<file path="config.mk">
export PLATFORM = sky130hd
export DESIGN_NAME = adc_host
export DESIGN_NICKNAME = d
export VERILOG_FILES = /design/src/rtl/adc_host.v /design/src/rtl/pin_sync3.v
export VERILOG_INCLUDE_DIRS = /design/src /design/src/rtl
export SDC_FILE = /design/constraint.sdc
export NUM_CORES = 1
export LEC_CHECK = 0
export ABC_AREA = 1
export BUFFER_PORTS_ARGS = -buffer_cell sky130_fd_sc_hd__buf_2
export CAP_MARGIN = 20
export CORE_AREA = 5 5 90 92
export CTS_BUF_LIST = sky130_fd_sc_hd__clkbuf_4
export CTS_CLUSTER_DIAMETER = 50
export DETAILED_ROUTE_END_ITERATION = 10
export DIE_AREA = 0 0 95 97
export GPL_ROUTABILITY_DRIVEN = 0
export GPL_TIMING_DRIVEN = 1
export PLACE_DENSITY = 0.56
export SLEW_MARGIN = 20
export SYNTH_ARGS = -nofsm -noshare
export SYNTH_HDL_FRONTEND = slang
export SYNTH_SLANG_ARGS = --single-unit
</file>
<file path="constraint.sdc">
create_clock -name REF_CLK -period 3.84 [get_ports REF_CLK]
set_input_delay 0.384 -clock REF_CLK [delete_from_list [all_inputs] [get_ports REF_CLK]]
set_output_delay 0.384 -clock REF_CLK [all_outputs]
set_load 0.02 [all_outputs]
</file>
<file path="src/rtl/adc_host_consts.vh">
/*
 Timing constants and mode codes for the converter host controller.
 Assumes a 40 MHz reference clock (25 ns period).
*/
`ifndef ADC_HOST_CONSTS_VH
`define ADC_HOST_CONSTS_VH

// ==========================================
// Clock
`define CLK_PERIOD_NS 25

// ==========================================
// Times in ns
`define SAMPLE_LOW_NS 250
`define STROBE_CONV_MAX_NS 1800
`define READ_CONV_MAX_NS 2400
`define DATA_AFTER_DONE_NS 50
`define RELEASE_NS 50
`define GAP_NS 20

// ==========================================
// Cycle counts (least times round up, longest round down)
`define SAMPLE_LOW_CYC ((`SAMPLE_LOW_NS + `CLK_PERIOD_NS - 1) / `CLK_PERIOD_NS)
`define STROBE_CONV_CYC (`STROBE_CONV_MAX_NS / `CLK_PERIOD_NS)
`define READ_CONV_CYC (`READ_CONV_MAX_NS / `CLK_PERIOD_NS)
`define DATA_AFTER_DONE_CYC ((`DATA_AFTER_DONE_NS + `CLK_PERIOD_NS - 1) / `CLK_PERIOD_NS)
`define RELEASE_CYC ((`RELEASE_NS + `CLK_PERIOD_NS - 1) / `CLK_PERIOD_NS)
`define GAP_CYC ((`GAP_NS + `CLK_PERIOD_NS - 1) / `CLK_PERIOD_NS)

// ==========================================
// Interface modes
`define MODE_STROBE 1'b0
`define MODE_READ 1'b1

`endif

</file>
<file path="src/rtl/adc_host.v">
/*
 Host controller that drives a two-pass 10-bit converter through its
 select, sample/hold and read strobes and collects each result.
 Assumes the converter pins are wired directly; done and data are async.
*/
`timescale 1ns/100ps
`default_nettype none
`include "adc_host_consts.vh"
module adc_host #(
   parameter DATA_W = 10
) (
   input wire REF_CLK, // 40 MHz clock
   input wire RST, // Sync reset, active high
   input wire START, // Request one conversion (pulse)
   input wire MODE, // 0 strobe mode, 1 read mode
   output reg BUSY, // Conversion in progress
   output reg [DATA_W-1:0] RESULT, // Last unsigned result
   output reg RESULT_VALID, // One-cycle pulse with new result
   output reg TIMEOUT, // One-cycle pulse: done never came
   output reg CS_N, // Chip select, active low
   output reg SH_N, // Sample/hold strobe, active low
   output reg RD_N, // Read strobe, active low
   input wire DONE_N, // Converter done line, active low
   input wire [DATA_W-1:0] DATA_IN // Converter data pins
);
   localparam [2:0] S_IDLE = 3'h0;
   localparam [2:0] S_SAMPLE = 3'h1;
   localparam [2:0] S_WAIT = 3'h2;
   localparam [2:0] S_READ = 3'h3;
   localparam [2:0] S_RELEASE = 3'h4;
   localparam [2:0] S_GAP = 3'h5;
   // Cycle counts kept 32 bits wide, then trimmed to the counter width
   localparam [31:0] SAMPLE_W32 = `SAMPLE_LOW_CYC;
   localparam [31:0] STROBE_W32 = `STROBE_CONV_CYC;
   localparam [31:0] READ_W32 = `READ_CONV_CYC;
   localparam [31:0] DATA_W32 = `DATA_AFTER_DONE_CYC;
   localparam [31:0] REL_W32 = `RELEASE_CYC;
   localparam [31:0] GAP_W32 = `GAP_CYC;
   localparam [7:0] SAMPLE_CYC = SAMPLE_W32[7:0];
   localparam [7:0] STROBE_CYC = STROBE_W32[7:0];
   localparam [7:0] READ_CYC = READ_W32[7:0];
   localparam [7:0] DATA_CYC = DATA_W32[7:0];
   localparam [7:0] REL_CYC = REL_W32[7:0];
   localparam [7:0] GAP_CYC = GAP_W32[7:0];
   // Margin for synchroniser latency on the done line
   localparam [7:0] SYNC_MARGIN = 8'h04;

   reg [2:0] state_ff;
   reg [2:0] nxt_state;
   reg [7:0] cnt_ff;
   reg [7:0] nxt_cnt;
   reg mode_ff;
   reg nxt_mode;
   wire done_n_s;
   wire [DATA_W-1:0] data_s;
   reg nxt_cs_n;
   reg nxt_sh_n;
   reg nxt_rd_n;
   reg nxt_busy;
   reg nxt_timeout;
   reg nxt_capture;
   wire [7:0] wait_limit;

   // Done timeout: longest conversion plus synchroniser delay
   assign wait_limit = ((mode_ff == `MODE_READ) ? READ_CYC : STROBE_CYC) + SYNC_MARGIN;

   // ==========================================
   // Pin synchronisers
   pin_sync3 #(.RST_VAL(1'b1)) u_done_sync (
      .clk(REF_CLK),
      .rst(RST),
      .din(DONE_N),
      .dout(done_n_s)
   );
   genvar gi;
   generate
      for (gi = 0; gi < DATA_W; gi = gi + 1) begin : g_dsync
         pin_sync3 #(.RST_VAL(1'b0)) u_data_sync (
            .clk(REF_CLK),
            .rst(RST),
            .din(DATA_IN[gi]),
            .dout(data_s[gi])
         );
      end
   endgenerate

   // ==========================================
   // Sequencer
   always @* begin
      nxt_state = state_ff;
      nxt_cnt = cnt_ff;
      nxt_mode = mode_ff;
      case (state_ff)
         S_IDLE: begin
            if (START) begin
               nxt_mode = MODE;
               nxt_cnt = 8'h00;
               nxt_state = S_SAMPLE;
            end
         end
         S_SAMPLE: begin
            nxt_cnt = cnt_ff + 8'h01;
            if (mode_ff == `MODE_READ) begin
               nxt_cnt = 8'h00;
               nxt_state = S_WAIT;
            end else if (cnt_ff >= SAMPLE_CYC - 8'h01) begin
               nxt_cnt = 8'h00;
               nxt_state = S_WAIT;
            end
         end
         S_WAIT: begin
            nxt_cnt = cnt_ff + 8'h01;
            if (!done_n_s) begin
               nxt_cnt = 8'h00;
               nxt_state = S_READ;
            end else if (cnt_ff >= wait_limit) begin
               nxt_cnt = 8'h00;
               nxt_state = S_RELEASE;
            end
         end
         S_READ: begin
            nxt_cnt = cnt_ff + 8'h01;
            if (cnt_ff >= DATA_CYC + SYNC_MARGIN) begin
               nxt_cnt = 8'h00;
               nxt_state = S_RELEASE;
            end
         end
         S_RELEASE: begin
            nxt_cnt = cnt_ff + 8'h01;
            if (cnt_ff >= REL_CYC - 8'h01) begin
               nxt_cnt = 8'h00;
               nxt_state = S_GAP;
            end
         end
         S_GAP: begin
            nxt_cnt = cnt_ff + 8'h01;
            if (cnt_ff >= GAP_CYC - 8'h01) begin
               nxt_cnt = 8'h00;
               nxt_state = S_IDLE;
            end
         end
         default: begin
            nxt_cnt = 8'h00;
            nxt_state = S_IDLE;
         end
      endcase
   end

   // ==========================================
   // Pin and flag decode
   // Pins are registered from the next state so they never glitch
   always @* begin
      nxt_busy = (nxt_state != S_IDLE);
      // Timeout and capture end the wait and read states
      nxt_timeout = (state_ff == S_WAIT) && (nxt_state == S_RELEASE);
      nxt_capture = (state_ff == S_READ) && (nxt_state == S_RELEASE);
      // Select low with any strobe low
      nxt_cs_n = !((nxt_state == S_SAMPLE) || (nxt_state == S_READ) ||
                   (nxt_state == S_WAIT && nxt_mode == `MODE_READ));
      // Joined strobes in read mode: one sample per conversion
      nxt_sh_n = !((nxt_state == S_SAMPLE) ||
                   (nxt_mode == `MODE_READ &&
                    (nxt_state == S_WAIT || nxt_state == S_READ)));
      // Read strobe follows sample/hold in read mode
      nxt_rd_n = !((nxt_state == S_READ) ||
                   (nxt_mode == `MODE_READ &&
                    (nxt_state == S_SAMPLE || nxt_state == S_WAIT)));
   end

   // ==========================================
   // State and pin registers
   always @(posedge REF_CLK) begin
      if (RST) begin
         state_ff <= S_IDLE;
         cnt_ff <= 8'h00;
         mode_ff <= `MODE_STROBE;
         BUSY <= 1'b0;
         RESULT <= {DATA_W{1'b0}};
         RESULT_VALID <= 1'b0;
         TIMEOUT <= 1'b0;
         CS_N <= 1'b1;
         SH_N <= 1'b1;
         RD_N <= 1'b1;
      end else begin
         state_ff <= nxt_state;
         cnt_ff <= nxt_cnt;
         mode_ff <= nxt_mode;
         BUSY <= nxt_busy;
         RESULT_VALID <= nxt_capture;
         TIMEOUT <= nxt_timeout;
         CS_N <= nxt_cs_n;
         SH_N <= nxt_sh_n;
         RD_N <= nxt_rd_n;
         // Result taken once the synchronised data has settled
         if (nxt_capture) begin
            RESULT <= data_s;
         end
      end
   end
endmodule
`default_nettype wire

</file>
<file path="src/rtl/pin_sync3.v">
/*
 Three-stage synchroniser for one pin; a change counts once stages 2 and 3 agree.
 Assumes a single clock and synchronous active-high reset.
*/
`timescale 1ns/100ps
`default_nettype none
module pin_sync3 #(
   parameter RST_VAL = 1'b1
) (
   input wire clk, // Clock
   input wire rst, // Sync reset
   input wire din, // Asynchronous pin
   output reg dout // Filtered level
);
   reg s1_ff;
   reg s2_ff;
   reg s3_ff;
   always @(posedge clk) begin
      if (rst) begin
         s1_ff <= RST_VAL;
         s2_ff <= RST_VAL;
         s3_ff <= RST_VAL;
         dout <= RST_VAL;
      end else begin
         s1_ff <= din;
         s2_ff <= s1_ff;
         s3_ff <= s2_ff;
         if (s2_ff == s3_ff) begin
            dout <= s3_ff;
         end
      end
   end
endmodule
`default_nettype wire

</file>
==> results.py <==
metrics = {
    "floorplan": {
        "start_util_pct": 39.13,
        "io_pins": 31,
        "rows": 31,
        "die-area_um2": 9215,
        "die_x_um": 95,
        "core_um2": 7137,
        "fp.dieH_um": 97,
    },
    "routing": {
        "drt_pass1_iterations": 4,
        "via_count": 2208,
        "wire_per_inst_um": 10.43,
        "drc": 0,
        "antenna_left": 0,
        "drt-initial-drc-count": 76,
        "wl_um": 5205,
        "vias_per_cell": 4.425,
    },
    "worst_setup_path": {
        "worstSetupStartpoint": "mode_ff",
        "timing.rr.start": "mode_ff",
        "rr_endpoint": "cnt_ff[0]",
        "required_ps": 4150,
        "ff2ff_path_depth": 9,
        "crit_fanout": 6,
        "crit_path_end": "cnt_ff[0]",
        "worstSetupPathType": "reg -> reg",
        "crit_family": "simple AND/OR/NAND/NOR gates",
        "worstPathCellList": "inv_1 > ha_1 > inv_1 > nor2_1 > nand3_1 > nand3_1 > nand4_2 > o21bai_1 > inv_1",
        "cp-end-kind": "register",
        "critPathLaunchType": "register",
        "cp_slowest_stage_delay_ps": 410,
        "cp.arrival_ps": 2060,
        "cp.buffers_inverters": 3,
        "timing.reg2reg.setup_slack_ps": 2090,
        "cp_slowest_cell": "dfxtp_1",
        "crit_cells": 9,
        "critPathMostFrequentCell": "inv_1",
    },
    "synthesis": {
        "postSynthCellCount": 364,
        "syn_nets": 384,
        "ys_warn_count": 0,
        "ys_seq_area_share_pct": 51.61,
        "synth_area_leaders": "dfxtp_1, nor2_1, inv_1",
        "synth.distinct_cells": 27,
        "synth_most_common_cell": "nor2_1",
        "synthAdderAreaFrac_pct": 2.240,
        "yosys.area_share.simple_pct": 25.22,
        "synth_edf_count": 0,
        "syn_avg_cell_area_um2": 7.672,
        "syn_area_um2": 2793,
        "synth_top_area_share_pct": 51.61,
        "yosysTopAreaCell": "dfxtp_1",
        "ys_seq_elements": 72,
        "synth_mux_area_share_pct": 0,
        "synth-compound-area-share_pct": 9.364,
        "synth_ff_type": "dfxtp_1",
        "synth_top_family_by_area": "simple AND/OR/NAND/NOR gates",
        "synthXorXnorAreaFrac_pct": 0.6272,
        "synth-async-reset-ratio_pct": 0,
        "yosys-top-cells-count": "nor2_1, dfxtp_1, inv_1",
    },
    "clocking": {
        "path_clk_slew_ps": 120,
        "cts_setup_buffers": 0,
        "cts_tree": "yes",
        "clk_latency_ps": 410,
        "cts_buffers": 9,
        "cts_resized": 0,
        "cts.sink_count": 72,
        "clk_path_buf_depth": 2,
        "h-tree-depth": 3,
        "cts_root_buf": "clkbuf_4",
        "cts_hold_buf": 0,
    },
    "power_and_ir_drop": {
        "p_sw_uw": 352.9,
        "report.power.total_mw": 1.296,
        "irDropWorstVdd_uv": 238.2,
        "sw_frac_of_total_pct": 27.24,
        "p_leak_nw": 1.522,
        "p_seq_share_pct": 60.6,
        "p_comb_share_pct": 8.6,
        "power.density_nw_per_um2": 414.9,
        "clock_power_share_pct": 30.8,
        "internal-power_uw": 942.7,
    },
    "timing": {
        "setup_viol": 0,
        "hold_viol": 0,
        "tns_ps": 0,
        "worst_slew_pin_slew_ps": 873.1,
        "fmax_mhz": 572.3,
        "maxSlewHeadroom_pct": 41.31,
        "slew_violations": 0,
        "period_minus_slack_ps": 1747,
        "finalCritPeriodShare_pct": 45.51,
        "fin_skew_ps": 12.12,
        "layout_setup_ws_ps": 2093,
        "grt_setup_unrepaired": "no",
    },
    "layout": {
        "nNetsFinal": 415,
        "n_antenna_cell": 0,
        "instances_no_fill": 499,
        "final_layout_size_suffix_gt1_share_pct": 15.00,
        "area.growth.synth_to_final_pct": 11.83,
        "nFillCells": 746,
        "post-route-util_pct": 43.76,
    },
    "grt": {
        "grt_max_degree": 48,
        "grt_pass1_wl_um": 9128,
        "track_usage_pct": 12.56,
        "antenna_found_initial": 0,
        "grt-ovfl-total": 0,
        "grt_pass1_vias": 2084,
    },
    "placed_design": {
        "dpl_worst_slack_ps": 1996,
        "dp_hpwl_um": 3611,
        "placed_cells": 483,
        "port_buffers": 30,
    },
    "status": {
        "status": "completed",
    },
    "worst_hold_path": {
        "min-delay-path-class": "in -> reg",
        "hp-start": "DATA_IN[4]",
    },
    "flow_run": {
        "cap_violations": 0,
    },
}
[routing by layer]
layer,vias to the layer above,part of all wire (%),global-route usage [%]
met1,968,46,14.33
met3,11,4.6,4.267
met4,0,1.8,5.993
li1,1187,-,-
met5,-,0,0
met2,42,48,20.72
[cells in the final DEF (no fill, tap or decap)]
| cell | instances |
|---|---|
| a211oi_1 | 3 |
| o21bai_1 | 2 |
| clkinv_1 | 2 |
| nand2_2 | 2 |
| o21ai_2 | 1 |
| ha_1 | 5 |
| nand3b_1 | 1 |
| a21oi_1 | 21 |
| nand4_2 | 1 |
| nor2_4 | 1 |
| nand2_1 | 50 |
| nand3_1 | 13 |
| dfxtp_1 | 72 |
| nor4_2 | 1 |
| nor2_1 | 73 |
| o21ai_1 | 1 |
| nor2_2 | 3 |
| nor3_1 | 4 |
| buf_2 | 30 |
| or2_2 | 3 |
| buf_4 | 1 |
| clkinv_4 | 2 |
| nand4_1 | 7 |
| inv_6 | 1 |
| xor2_1 | 2 |
| clkinvlp_4 | 1 |
| clkinv_2 | 1 |
| inv_2 | 1 |
| clkbuf_4 | 9 |
| o21ai_0 | 21 |
| nand3_2 | 2 |
| inv_1 | 63 |
[worst min path at each step]
stage	end	cells after the start	slack (ps)
after global routing	u_done_sync.s1_ff	2	120
after CTS	g_dsync[4].u_data_sync.s1_ff	3	110
final	g_dsync[4].u_data_sync.s1_ff	3	160
after floorplan	g_dsync[0].u_data_sync.s2_ff	2	390
after detailed placement	g_dsync[8].u_data_sync.s2_ff	2	390
after global placement	g_dsync[4].u_data_sync.s2_ff	2	390
[state kept, by name (all words and copies together), names as in the netlist]
name / count
RESULT: 10
g_dsync.u_data_sync.dout: 10
g_dsync.u_data_sync.s1_ff: 10
g_dsync.u_data_sync.s2_ff: 10
g_dsync.u_data_sync.s3_ff: 10
cnt_ff: 8
state_ff: 3
BUSY: 1
CS_N: 1
RD_N: 1
RESULT_VALID: 1
SH_N: 1
TIMEOUT: 1
mode_ff: 1
u_done_sync.dout: 1
u_done_sync.s1_ff: 1
u_done_sync.s2_ff: 1
u_done_sync.s3_ff: 1
[layout make-up]
cell class	instances	area (um2)	area share, %
Tap cell	99	123.9	3.966
Timing Repair Buffer	31	157.7	5.048
Inverter	64	240.2	7.692
Clock buffer	9	67.56	2.163
Multi-Input combinational cell	217	1046	33.49
Sequential cell	72	1441	46.15
Clock inverter	7	46.29	1.482
[stage by stage]
step                cell area [um2]  hold WS, ps
finish                         3123        158.4
global route                   3123        118.4
CTS                            3123        112.6
detailed placement             3009        392.8
global placement               3009        389.1
floorplan                      2793        388.3
[power by group through the flow]
| stage | sequential (mW) | clock [mW] | combinational [mW] |
|---|---|---|---|
| floorplan | 0.806 | 0 | 0.0748 |
| global placement | 0.802 | 0 | 0.112 |
| detailed placement | 0.802 | 0 | 0.112 |
| CTS | 0.786 | 0.426 | 0.113 |
| global route | 0.789 | 0.451 | 0.130 |
| finish | 0.785 | 0.399 | 0.111 |
[worst reg2reg max path: stages (launching register included)]
cell,delay (ps)
dfxtp_1,410
inv_1,110
ha_1,320
inv_1,50
nor2_1,80
nand3_1,120
nand3_1,120
nand4_2,200
o21bai_1,200
inv_1,50
[kinds of logic after synthesis]
family,count (synthesis)
simple gates,161
xor+xnor,2
compound gates,49
flops,72
fa+ha+maj,5
buf+inv,75
No activity file was read; power rests on OpenSTA's default activity.
